[src/shared/mtx_pkg.sv]
// Shared constants of the transmit event and interrupt status block.
package mtx_pkg;

  // Register byte offsets on the APB.
  localparam logic [11:0] CMD_OFFSET = 12'h090;
  localparam logic [11:0] THR_OFFSET = 12'h094;
  localparam logic [11:0] IEN_OFFSET = 12'h0AC;
  localparam logic [11:0] IST_OFFSET = 12'h0B0;

  // Command register fields.
  localparam int CMD_NODEF_BIT = 0;
  localparam int CMD_FDUP_BIT = 1;
  localparam int CMD_SPD100_BIT = 2;
  localparam logic [2:0] CMD_RESET = 3'h0;

  // Transmit threshold field, in bytes held by the transmit FIFO.
  localparam int THR_WIDTH = 8;
  localparam logic [7:0] THR_RESET = 8'h40;

  // Status and enable share one layout: summary or master enable, then six flags.
  localparam int SUM_BIT = 16;
  localparam int FLAG_LSB = 17;
  localparam int FLAG_N = 6;
  localparam int F_UNDERFLOW = 0;
  localparam int F_COMPLETE = 1;
  localparam int F_EXDEFER = 2;
  localparam int F_NOCARRIER = 3;
  localparam int F_ABORT = 4;
  localparam int F_LATECOL = 5;
  localparam logic [5:0] FLAG_RESET = 6'h00;
  localparam logic [6:0] IEN_RESET = 7'h00;

  // Frame timing on the link, in link clock ticks (nibbles) and bytes.
  localparam logic [4:0] PREAMBLE_NIBS = 5'h10;
  localparam logic [4:0] JAM_NIBS = 5'h08;
  localparam logic [4:0] GAP_NIBS = 5'h18;
  localparam logic [4:0] NC_SETTLE_NIBS = 5'h04;
  localparam logic [6:0] LATE_BYTES = 7'h40;
  localparam logic [4:0] MAX_ATTEMPTS = 5'h10;
  localparam logic [3:0] PREAMBLE_NIB = 4'h5;
  localparam logic [3:0] SFD_NIB = 4'hD;
  localparam logic [3:0] JAM_NIB = 4'h5;

  // Excessive deferral limits, as times and as system clock cycles.
  localparam int CLK_PERIOD_NS = 100;
  localparam int DEFER_100M_NS = 327680;
  localparam int DEFER_10M_NS = 3276800;
  localparam int DEFER_100M_CYC = (DEFER_100M_NS + CLK_PERIOD_NS - 1) / CLK_PERIOD_NS;
  localparam int DEFER_10M_CYC_DEF = (DEFER_10M_NS + CLK_PERIOD_NS - 1) / CLK_PERIOD_NS;

  // Transmit sequencer states.
  typedef enum logic [2:0] {
    MTX_IDLE,
    MTX_DEFER,
    MTX_PREAMBLE,
    MTX_DATA,
    MTX_END,
    MTX_JAM,
    MTX_GAP
  } mtx_state_type;

endpackage

[src/verilog/mtx_sync.sv]
`timescale 1ns/1ps
// Two-stage synchroniser for a group of independent level inputs.
module mtx_sync #(
  parameter int WIDTH = 1
) (
  input wire logic sys_clk,              // System clock.
  input wire logic rst_n,                // Synchronous reset, active low.
  input wire logic [WIDTH-1:0] async_in, // Levels from outside the clock domain.
  output logic [WIDTH-1:0] sync_out      // Levels safe to use in sys_clk.
);

  // A zero-width group has nothing to synchronise.
  if (WIDTH < 1) begin : g_bad_width
    $error("WIDTH must be at least 1");
  end

  logic [WIDTH-1:0] meta;
  logic [WIDTH-1:0] next_meta;
  logic [WIDTH-1:0] next_sync_out;

  // The first stage feeds only the second stage.
  always_comb begin
    next_meta = async_in;
    next_sync_out = meta;
  end

  // Both stages clear under reset so nothing reads stale levels.
  always_ff @(posedge sys_clk) begin
    if (!rst_n) begin
      meta <= '0;
      sync_out <= '0;
    end else begin
      meta <= next_meta;
      sync_out <= next_sync_out;
    end
  end

endmodule

[src/verilog/mtx_tx_event_status.sv]
`timescale 1ns/1ps
// Summary of operation
// - Late collision flag sets on collision after 64 data bytes were sent.
// - Late collision checked only in half duplex.
// - Sixteenth consecutive collision abandons the packet and sets the abort flag.
// - Collision abort happens only in half duplex.
// - Half duplex: no-carrier flag when carrier absent at start or drops mid-frame.
// - Excess-defer flag after deferring beyond 0.32768 ms (100M) or 3.2768 ms (10M).
// - Deferral check runs only with no-defer clear and in half duplex.
// - Transmit-complete flag sets on each successful packet.
// - Underflow flag sets when the FIFO runs empty mid-packet.
// - After underflow the packet is resent automatically.
// - Each flag with its enable bit drives the transmit summary.
// - Writing one to a flag clears it and its interrupt share.
// - Summary is OR of status bits 17-22 ANDed with matching enables.
// - Interrupt to the CPU needs both summary and master enable.
module mtx_tx_event_status
  import mtx_pkg::*;
#(
  parameter int DEFER_10M_CYC = DEFER_10M_CYC_DEF
) (
  input wire logic sys_clk,             // System clock, 10 MHz.
  input wire logic rst_n,               // Synchronous reset, active low.
  input wire logic [11:0] paddr,        // APB byte address.
  input wire logic psel,                // APB select.
  input wire logic penable,             // APB access phase.
  input wire logic pwrite,              // APB write when high.
  input wire logic [31:0] pwdata,       // APB write data.
  output logic [31:0] prdata,           // APB read data.
  output logic pready,                  // APB ready.
  output logic pslverr,                 // APB error on unmapped address.
  input wire logic mii_tx_clk,          // Transmit clock from the PHY.
  input wire logic mii_crs,             // Carrier sense from the PHY.
  input wire logic mii_col,             // Collision from the PHY.
  output logic [3:0] mii_txd,           // Transmit nibble to the PHY.
  output logic mii_tx_en,               // Transmit enable to the PHY.
  input wire logic tx_req,              // A frame waits in the transmit FIFO.
  input wire logic [7:0] tx_fifo_level, // Bytes now held by the transmit FIFO.
  input wire logic tx_byte_valid,       // FIFO offers a byte.
  input wire logic [7:0] tx_byte,       // Byte offered by the FIFO.
  input wire logic tx_byte_last,        // Offered byte ends the frame.
  output logic tx_byte_take,            // Pulse: offered byte consumed.
  output logic tx_rewind,               // Pulse: restart frame from its first byte.
  output logic tx_frame_done,           // Pulse: frame finished or dropped.
  output logic tx_irq                   // Transmit interrupt, active high level.
);

  // The long deferral limit must fit the 16-bit deferral counter.
  if (DEFER_10M_CYC < 1 || DEFER_10M_CYC > 65534) begin : g_bad_defer
    $error("DEFER_10M_CYC out of range");
  end

  localparam logic [15:0] LIM_10M = 16'(DEFER_10M_CYC);
  localparam logic [15:0] LIM_100M = 16'(DEFER_100M_CYC);

  logic [2:0] sync_bits;
  logic clk_s;
  logic crs_s;
  logic col_s;
  logic clk_prev;
  logic link_tick;

  // The PHY clock, carrier and collision are all asynchronous here.
  mtx_sync #(
    .WIDTH(3)
  ) u_sync (
    .sys_clk(sys_clk),
    .rst_n(rst_n),
    .async_in({mii_tx_clk, mii_crs, mii_col}),
    .sync_out(sync_bits)
  );

  assign clk_s = sync_bits[2];
  assign crs_s = sync_bits[1];
  assign col_s = sync_bits[0];
  // A nibble moves on each rising edge of the sampled link clock.
  assign link_tick = clk_s & ~clk_prev;

  // Register state.
  logic [2:0] cmd;
  logic [THR_WIDTH-1:0] tx_threshold;
  logic [FLAG_N-1:0] flags;
  logic [FLAG_N:0] ien;
  logic [2:0] next_cmd;
  logic [THR_WIDTH-1:0] next_tx_threshold;
  logic [FLAG_N-1:0] next_flags;
  logic [FLAG_N:0] next_ien;
  logic [31:0] next_prdata;
  logic next_pslverr;
  logic [FLAG_N-1:0] set_evt;
  logic [FLAG_N-1:0] clr_req;
  logic summary;
  logic half;
  logic no_defer;
  logic [15:0] defer_lim;
  logic hit;
  logic wr_access;

  assign half = ~cmd[CMD_FDUP_BIT];
  assign no_defer = cmd[CMD_NODEF_BIT];
  assign defer_lim = cmd[CMD_SPD100_BIT] ? LIM_100M : LIM_10M;
  assign summary = |(flags & ien[FLAG_N:1]);
  assign tx_irq = summary & ien[0];
  // Zero wait states; read data is prepared during the setup cycle.
  assign pready = psel & penable;
  assign wr_access = psel & penable & pwrite;

  // Register group: address decode, read data, enables and sticky flags.
  always_comb begin
    next_cmd = cmd;
    next_tx_threshold = tx_threshold;
    next_ien = ien;
    next_prdata = prdata;
    next_pslverr = pslverr;
    clr_req = '0;
    hit = (paddr == CMD_OFFSET) || (paddr == THR_OFFSET) ||
          (paddr == IEN_OFFSET) || (paddr == IST_OFFSET);
    if (psel && !penable) begin
      next_pslverr = ~hit;
      next_prdata = 32'h0000_0000;
      case (paddr)
        CMD_OFFSET: next_prdata[2:0] = cmd;
        THR_OFFSET: next_prdata[THR_WIDTH-1:0] = tx_threshold;
        IEN_OFFSET: next_prdata[FLAG_LSB+FLAG_N-1:SUM_BIT] = ien;
        IST_OFFSET: next_prdata[FLAG_LSB+FLAG_N-1:SUM_BIT] = {flags, summary};
        default: next_prdata = 32'h0000_0000;
      endcase
    end
    if (wr_access) begin
      case (paddr)
        CMD_OFFSET: next_cmd = pwdata[2:0];
        THR_OFFSET: next_tx_threshold = pwdata[THR_WIDTH-1:0];
        IEN_OFFSET: next_ien = pwdata[FLAG_LSB+FLAG_N-1:SUM_BIT];
        IST_OFFSET: clr_req = pwdata[FLAG_LSB+FLAG_N-1:FLAG_LSB];
        default: next_cmd = cmd;
      endcase
    end
    // sticky, and a same-cycle event beats the clear.
    next_flags = (flags & ~clr_req) | set_evt;
  end

  always_ff @(posedge sys_clk) begin
    if (!rst_n) begin
      cmd <= CMD_RESET;
      tx_threshold <= THR_RESET;
      ien <= IEN_RESET;
      flags <= FLAG_RESET;
      prdata <= 32'h0000_0000;
      pslverr <= 1'b0;
    end else begin
      cmd <= next_cmd;
      tx_threshold <= next_tx_threshold;
      ien <= next_ien;
      flags <= next_flags;
      prdata <= next_prdata;
      pslverr <= next_pslverr;
    end
  end

  // Transmit sequencer state.
  mtx_state_type state;
  mtx_state_type next_state;
  logic [3:0] next_txd;
  logic next_tx_en;
  logic [4:0] nib_cnt;
  logic [4:0] next_nib_cnt;
  logic nib_hi;
  logic next_nib_hi;
  logic [3:0] hold;
  logic [3:0] next_hold;
  logic last_l;
  logic next_last_l;
  logic [6:0] byte_cnt;
  logic [6:0] next_byte_cnt;
  logic [4:0] attempts;
  logic [4:0] next_attempts;
  logic [15:0] defer_cnt;
  logic [15:0] next_defer_cnt;
  logic defer_hit;
  logic next_defer_hit;
  logic nc_seen;
  logic next_nc_seen;
  logic next_rewind;
  logic next_done;

  // Transmit group: deferral, preamble, data nibbles, collisions and gap.
  always_comb begin
    next_state = state;
    next_txd = mii_txd;
    next_tx_en = mii_tx_en;
    next_nib_cnt = nib_cnt;
    next_nib_hi = nib_hi;
    next_hold = hold;
    next_last_l = last_l;
    next_byte_cnt = byte_cnt;
    next_attempts = attempts;
    next_defer_cnt = defer_cnt;
    next_defer_hit = defer_hit;
    next_nc_seen = nc_seen;
    next_rewind = 1'b0;
    next_done = 1'b0;
    set_evt = '0;
    tx_byte_take = 1'b0;
    // collisions only matter in half duplex
    if (half && col_s && (state == MTX_PREAMBLE || state == MTX_DATA)) begin
      next_nib_cnt = 5'h00;
      if (byte_cnt >= LATE_BYTES) begin
        set_evt[F_LATECOL] = 1'b1;
        next_done = 1'b1;
        next_attempts = 5'h00;
        next_tx_en = 1'b0;
        next_state = MTX_GAP;
      end else if (attempts == MAX_ATTEMPTS - 5'h01) begin
        set_evt[F_ABORT] = 1'b1;
        next_done = 1'b1;
        next_attempts = 5'h00;
        next_tx_en = 1'b0;
        next_state = MTX_GAP;
      end else begin
        next_attempts = attempts + 5'h01;
        next_rewind = 1'b1;
        next_txd = JAM_NIB;
        next_state = MTX_JAM;
      end
    end else begin
      case (state)
        MTX_IDLE: begin
          // threshold holds start until enough bytes wait
          if (tx_req && tx_fifo_level >= tx_threshold) begin
            next_state = MTX_DEFER;
            next_defer_cnt = 16'h0000;
            next_defer_hit = 1'b0;
          end
        end
        MTX_DEFER: begin
          if (half && crs_s) begin
            if (defer_cnt != 16'hFFFF) begin
              next_defer_cnt = defer_cnt + 16'h0001;
            end
            // only in half duplex with no-defer clear
            if (!no_defer && !defer_hit && defer_cnt == defer_lim) begin
              set_evt[F_EXDEFER] = 1'b1;
              next_defer_hit = 1'b1;
            end
          end else if (link_tick) begin
            next_state = MTX_PREAMBLE;
            next_tx_en = 1'b1;
            next_txd = PREAMBLE_NIB;
            next_nib_cnt = 5'h01;
            next_byte_cnt = 7'h00;
            next_nib_hi = 1'b0;
            next_nc_seen = 1'b0;
          end
        end
        MTX_PREAMBLE: begin
          if (link_tick) begin
            if (half && !crs_s && nib_cnt >= NC_SETTLE_NIBS) begin
              next_nc_seen = 1'b1;
            end
            next_nib_cnt = nib_cnt + 5'h01;
            next_txd = PREAMBLE_NIB;
            if (nib_cnt == PREAMBLE_NIBS - 5'h01) begin
              next_txd = SFD_NIB;
              next_state = MTX_DATA;
            end
          end
        end
        MTX_DATA: begin
          if (link_tick) begin
            if (half && !crs_s) begin
              next_nc_seen = 1'b1;
            end
            if (nib_hi) begin
              next_txd = hold;
              next_nib_hi = 1'b0;
              if (byte_cnt != LATE_BYTES) begin
                next_byte_cnt = byte_cnt + 7'h01;
              end
              if (last_l) begin
                next_state = MTX_END;
              end
            end else if (tx_byte_valid) begin
              tx_byte_take = 1'b1;
              next_txd = tx_byte[3:0];
              next_hold = tx_byte[7:4];
              next_last_l = tx_byte_last;
              next_nib_hi = 1'b1;
            end else begin
              set_evt[F_UNDERFLOW] = 1'b1;
              // resend the same packet on its own
              next_rewind = 1'b1;
              next_tx_en = 1'b0;
              next_nib_cnt = 5'h00;
              next_state = MTX_GAP;
            end
          end
        end
        MTX_END: begin
          if (link_tick) begin
            next_tx_en = 1'b0;
            set_evt[F_COMPLETE] = 1'b1;
            set_evt[F_NOCARRIER] = nc_seen;
            next_done = 1'b1;
            next_attempts = 5'h00;
            next_nib_cnt = 5'h00;
            next_state = MTX_GAP;
          end
        end
        MTX_JAM: begin
          if (link_tick) begin
            next_nib_cnt = nib_cnt + 5'h01;
            if (nib_cnt == JAM_NIBS - 5'h01) begin
              next_tx_en = 1'b0;
              next_nib_cnt = 5'h00;
              next_state = MTX_GAP;
            end
          end
        end
        MTX_GAP: begin
          // The gap also serves as a fixed backoff before any retry.
          if (link_tick) begin
            next_nib_cnt = nib_cnt + 5'h01;
            if (nib_cnt == GAP_NIBS - 5'h01) begin
              next_state = MTX_IDLE;
            end
          end
        end
        default: begin
          next_state = MTX_IDLE;
          next_tx_en = 1'b0;
        end
      endcase
    end
  end

  always_ff @(posedge sys_clk) begin
    if (!rst_n) begin
      state <= MTX_IDLE;
      clk_prev <= 1'b0;
      mii_txd <= 4'h0;
      mii_tx_en <= 1'b0;
      nib_cnt <= 5'h00;
      nib_hi <= 1'b0;
      hold <= 4'h0;
      last_l <= 1'b0;
      byte_cnt <= 7'h00;
      attempts <= 5'h00;
      defer_cnt <= 16'h0000;
      defer_hit <= 1'b0;
      nc_seen <= 1'b0;
      tx_rewind <= 1'b0;
      tx_frame_done <= 1'b0;
    end else begin
      state <= next_state;
      clk_prev <= clk_s;
      mii_txd <= next_txd;
      mii_tx_en <= next_tx_en;
      nib_cnt <= next_nib_cnt;
      nib_hi <= next_nib_hi;
      hold <= next_hold;
      last_l <= next_last_l;
      byte_cnt <= next_byte_cnt;
      attempts <= next_attempts;
      defer_cnt <= next_defer_cnt;
      defer_hit <= next_defer_hit;
      nc_seen <= next_nc_seen;
      tx_rewind <= next_rewind;
      tx_frame_done <= next_done;
    end
  end

endmodule

[config.mk]
export PLATFORM = sky130hd
export DESIGN_NAME = mtx_tx_event_status
export DESIGN_NICKNAME = d
export VERILOG_FILES = /design/src/shared/mtx_pkg.sv /design/src/verilog/mtx_sync.sv /design/src/verilog/mtx_tx_event_status.sv
export SDC_FILE = /design/constraint.sdc
export NUM_CORES = 1
export LEC_CHECK = 0
export BUFFER_PORTS_ARGS = -buffer_cell sky130_fd_sc_hd__buf_2
export CAP_MARGIN = 20
export CORE_MARGIN = 3
export CORE_UTILIZATION = 25
export CTS_CLUSTER_DIAMETER = 200
export CTS_CLUSTER_SIZE = 40
export DETAILED_ROUTE_END_ITERATION = 6
export SYNTH_ARGS = -nofsm -noshare
export SYNTH_HDL_FRONTEND = slang
export SYNTH_HIERARCHICAL = 1
export SYNTH_SLANG_ARGS = --single-unit
[constraint.sdc]
create_clock -name sys_clk -period 2.25 [get_ports sys_clk]
set_input_delay 0.45 -clock sys_clk [delete_from_list [all_inputs] [get_ports sys_clk]]
set_output_delay 0.45 -clock sys_clk [all_outputs]
set_load 0.01 [all_outputs]
After elaboration in Yosys (flattened, before gate mapping)
Index checks and enable logic that the tools add are counted.

operators by class
  reduce and logical (&&, ||, !) cells = 43
  add/subtract/negate cells = 4
  bitwise logic cells = 14
  muxes and demuxes = 109
  order comparisons = 3
  eq/ne operators = 54

operators by type and width
  cell                                                  count
  2-to-1 mux 5 bit                                      14
  2-to-1 mux 16 bit                                     4
  equality test 12 x 8 -> 1 bit, second input constant  4
  2-to-1 mux 3 bit                                      15
  2-to-1 mux 1 bit                                      44
  2-to-1 mux 4 bit                                      11
  2-to-1 mux 7 bit                                      5
  one-hot mux 16 bit (2 select lines)                   1
  != test 2 bit, second input constant                  15
  one-hot mux 7 bit (2 select lines)                    2
  one-hot mux 5 bit (5 select lines)                    1
  != test 3 bit, second input constant                  8
  one-hot mux 3 bit (7 select lines)                    1
  AND reduction 5 bit                                   4
  adder 16 x 1 -> 16 bit, second input constant         1
  equality test 16 bit                                  1
  != test 16 bit, second input constant                 1
  AND reduction 8 bit                                   2
  AND reduction 13 bit                                  1
  bitwise AND 6 bit                                     2
  2-to-1 mux 6 bit                                      2
  != test 3 x 2 -> 1 bit, second input constant         4
  != test 4 x 3 -> 1 bit, second input constant         3
  one-hot mux 4 bit (3 select lines)                    1
  other kinds (38)                                      80

word-level totals
  register bits = 98
  input port bits = 71
  logic and storage cells = 250

Longest topological paths before layout
  depth after elaboration = 8
  depth in mapped cells = 9
  depth with buffers taken out = 9

Hierarchy
The synthesis kept the hierarchy.

by module, submodules not included
  module               sequential area each (µm²)  cells an instance  area an instance (µm²)  times used
  mtx_tx_event_status  1841.8                      587                4919.7                  1
  mtx_sync             120.1                       12                 157.7                   1

Worst setup path after synthesis
Ideal clock, no wire load.

  path kind = input port to flip-flop
  from = input tx_fifo_level[0]
  to = register defer_cnt[14]
  stages = 9
  data arrival time = 2.180 ns
  slack = 0.001 ns
  library setup time = 0.070 ns
  data required time = 2.180 ns
  cell sequence = inv_1 > ha_1 > nand2b_1 > a2111oi_4 > nor4_4 > or3_1 > clkbuf_1 > buf_2 > a21oi_1

between the ends
  cells in the longest elaborated chain, start to end = 4

RTL lines
  element                               RTL line                    text
  from (decl)                           mtx_tx_event_status.sv:38   input wire logic [7:0] tx_fifo_level,
  greater-or-equal comparator 8 bit     mtx_tx_event_status.sv:229  if (tx_req && tx_fifo_level >= tx_threshold) begin
  logical AND 1 bit                     mtx_tx_event_status.sv:229
  != test 2 bit (no source line)        -
  AND reduction 5 bit (no source line)  -
  to (signal assigned)                  mtx_tx_event_status.sv:364  defer_cnt <= next_defer_cnt;
  to (decl)                             mtx_tx_event_status.sv:177  logic [15:0] defer_cnt;

No other way between the ends.
A chain may end at the register's enable or synchronous reset.

Worst setup path after layout
  from = register state[0]
  to = register defer_cnt[10]

between the ends
  cells in the longest elaborated chain, start to end = 5
  elaborated cells between the ends (all ways) = 13
  those cells by class = eq/ne (6); mux (1); bitwise (1); reduce/logical (5)

RTL lines
  element                               RTL line                    text
  from (decl)                           mtx_tx_event_status.sv:161  mtx_state_type state;
  from (signal assigned)                mtx_tx_event_status.sv:354  state <= next_state;
  equality test 3 x 2 -> 1 bit          mtx_tx_event_status.sv:205  if (half && col_s && (state == MTX_PREAMBLE || state == MTX_DATA)) begin
  logical OR 1 bit                      mtx_tx_event_status.sv:205
  logical AND 1 bit                     mtx_tx_event_status.sv:205
  NOT 1 bit (no source line)            -
  AND reduction 5 bit (no source line)  -

Parallel ways exist; a longest one is shown, timed or not.

==> metrics <==
TritonCTS clock tree done; die width 149 um; highest ir drop seen on vdd 0.000457 V; share of the synthesized area in compound gates (AO/OA/AOI/OAI) 14.9%; FF-to-FF path depth 8; Skew-Pair Late Insertion Delay 350 ps; fraction of synthesis flops using an asynchronous set or reset pin 0%; final number of hold-violating endpoints 0; number of primary I/O pins 114; share of synthesized area spent on multiplexers 5.32%; count of final max-slew check failures 0; cts bufs inserted 9; worst setup slack after layout 134 ps; post-synthesis share of cell area spent on and, or, nand and nor gates 28.6%; Filler Cells Inserted 2115; Worst R2R Start state[0]; layout cell share with drive strength beyond 1 23.0%; leading post-synthesis cells by cell area sky130_fd_sc_hd__dfxtp_1, sky130_fd_sc_hd__nor2_1, sky130_fd_sc_hd__mux2i_1, sky130_fd_sc_hd__ha_1, sky130_fd_sc_hd__a21oi_1; worst slew pin tran 639 ps; total die area 22100 um^2; die span in y 149 um; status completed; antenna violations before repair 0; final routed DRC violation total 0; count of warnings emitted by yosys 6; Critical Path Source Type flop; first-pass GRT wire length 21000 um; end point of the critical path defer_cnt[10]; WP data required 2530 ps; clock root cell sky130_fd_sc_hd__clkbuf_16; number of synthesized register bits 98; leading area contributor after synthesis sky130_fd_sc_hd__dfxtp_1; Mapped Avg Cell Area 8.48 um^2; RSZ-0062 raised after global routing true; area added between synthesis and finish 23.1%; net count of the finished layout 784; endpoint of the worst register-to-register path defer_cnt[10]; GRT Residual Overflow 0; initial core utilization 25.8%; Mapped Cells 599; library cell with the highest instance count after synthesis sky130_fd_sc_hd__dfxtp_1; reg-to-reg slack, setup 130 ps; DRC violation total after the first TritonRoute iteration 297; maximum buffer depth of the clock tree 2; overall power consumption 4.50 mW; path type of the worst min-delay path in -> reg; Via density 4.70; Clock Sink Count 98; max capacitance violation total 0; number of search-and-repair iterations in the first detailed-routing pass 5; placement-stage worst setup slack -31.1 ps; Adder-Cell Fraction of Synth Area 3.70%; fraction of synthesized cell area taken by the top area cell type 38.6%; CTS H-tree depth 3; worst max-slew margin expressed relative to the limit 57.4%; sequential area share after synthesis 38.6%; global placement routability congestion 0.804; most instantiated flip-flop cell in the synthesis netlist sky130_fd_sc_hd__dfxtp_1; GRT Util Overall 11.6%; post-route antenna net violation count 0; half-perimeter wire length after placement 9430 um; Critical Path Sink Type flop; Period minus WS final 2120 ps; mapped cell area 5080 um^2; largest net degree at the start of global routing 23; highest clock rate 0.473 GHz; area of the core 19700 um^2; number of buffers inserted for hold repair after clock tree synthesis 0; final count of negative-setup-slack endpoints 0; maximum net fanout on the critical path 14; clock skew 11.8 ps; PD cells 720 nW/um^2; Distinct cells, synth 74; leakage component of the power 2.50 nW; clock-pin slew on the worst setup and hold paths 70 ps; Routed wire per std cell 13.1 um; leading post-synthesis cells by instance count sky130_fd_sc_hd__dfxtp_1, sky130_fd_sc_hd__nor2_1, sky130_fd_sc_hd__nand2_1, sky130_fd_sc_hd__a21oi_1, sky130_fd_sc_hd__mux2i_1; synthesized-area fraction occupied by xor and xnor cells 2.24%; combinational family with the most area after synthesis simple AND/OR/NAND/NOR gates; end-of-flow core utilization 31.7%; count of flip-flops with a built-in enable after synthesis 0; Worst Setup Path Type reg -> reg; vias in the first global route 4194; number of port buffers 79; via count 4549; final routed wirelength across all metal layers 12700 um; Final Cycle Share 94.1%; timing startpoint of the critical path state[0]; data arrival time of the critical path 2400 ps; total inserted antenna cells 0; Cell Rows 51
per-stage QoR:
step                      setup TNS [ps]  instance area (um^2)  std cells  hold slack, ps
after CTS                              0                  6190        964             295
after global routing               -36.5                  6250        968             307
after floorplan                        0                  5140        615             406
after global placement              -231                  5860        948             416
after detailed placement            -327                  5860        948             417
final                                  0                  6250        968             307
cells in the final DEF (no fill, tap or decap), drive strengths merged, types with 3 or more instances in the layout:
cell / count
buf: 117
dfxtp: 98
nor2: 86
nand2: 44
a21oi: 36
mux2i: 27
nand3: 27
o21ai: 25
inv: 21
nor3: 19
conb: 17
ha: 15
or3: 12
and2: 12
xor2: 11
nor2b: 11
clkbuf: 11
nor4: 11
and3: 10
a221oi: 10
nand2b: 9
a22oi: 8
nand4: 8
a31oi: 5
or4: 5
a2111oi: 5
nand3b: 3
cell type report:
| cell class | count | area [um^2] | share of cell area [%] |
|---|---|---|---|
| Clock inverter | 5 | 82.6 | 1.32 |
| Multi-Input combinational cell | 453 | 2860 | 45.7 |
| Inverter | 19 | 71.3 | 1.14 |
| Tap cell | 265 | 332 | 5.31 |
| Clock buffer | 11 | 253 | 4.04 |
| Sequential cell | 98 | 1970 | 31.5 |
| Timing Repair Buffer | 117 | 688 | 11.0 |
cells by family (layout without fill, tap and decap cells):
group           Yosys count  count (layout)
compound gates          111             111
xor+xnor                 13              13
fa+ha+maj                15              15
buf+inv                  64             152
flops                    98              98
mux                      27              27
other cells               1              17
simple gates            270             270
flip-flops by register name (all words and copies together) (netlist names):
register	flops
mii_tx_en	1
attempts	5
clk_prev	1
ien	7
hold	4
cmd	3
u_sync/sync_out	3
last_l	1
nib_cnt	5
mii_txd	4
u_sync/meta	3
pslverr	1
defer_hit	1
flags	6
tx_frame_done	1
defer_cnt	16
nc_seen	1
state	3
tx_rewind	1
byte_cnt	7
nib_hi	1
prdata	15
tx_threshold	8
per-layer routing:
layer  part of all wire, %  vias up  GRT usage [%]  wire length [um]
li1                      -     2293              -                 -
met1                    47     2135           15.5              5950
met4                   1.2        0           3.00               150
met3                   5.6        9           3.72               712
met2                    46      112           18.2              5880
met5                     0        -              0                 0
power by group:
part / internal [mW] / switching, mW
Combinational: 0.405 / 0.512
Sequential: 1.79 / 0.0574
Clock: 1.04 / 0.689
worst min path at each step:
stage                    from                 end  cells after the start
4_1_cts             pwdata[6]     tx_threshold[6]                      3
3_5_place_dp   u_sync/meta[1]  u_sync/sync_out[1]                      1
5_1_grt             pwdata[6]     tx_threshold[6]                      3
6_report            pwdata[6]     tx_threshold[6]                      3
3_3_place_gp   u_sync/meta[1]  u_sync/sync_out[1]                      1
2_1_floorplan  u_sync/meta[1]  u_sync/sync_out[1]                      1
worst max-delay path, cell delays in order (launching register included):
cell and delay [ps]:
sky130_fd_sc_hd__dfxtp_2 350, sky130_fd_sc_hd__buf_8 150, sky130_fd_sc_hd__nor3_4 300, sky130_fd_sc_hd__nand2_2 120
sky130_fd_sc_hd__nor4_4 350, sky130_fd_sc_hd__nor3_2 100, sky130_fd_sc_hd__buf_4 170, sky130_fd_sc_hd__or3_1 360
sky130_fd_sc_hd__a21oi_2 130
repair_timing:
item,in CTS,in global routing
setup endpoints to repair,1,10
pin swaps,0,8
buffers inserted,0,4
gates resized for setup,2,8
gates cloned,0,0
endpoints found under the hold margin,0,0
Power figures use the tool's default switching activity.
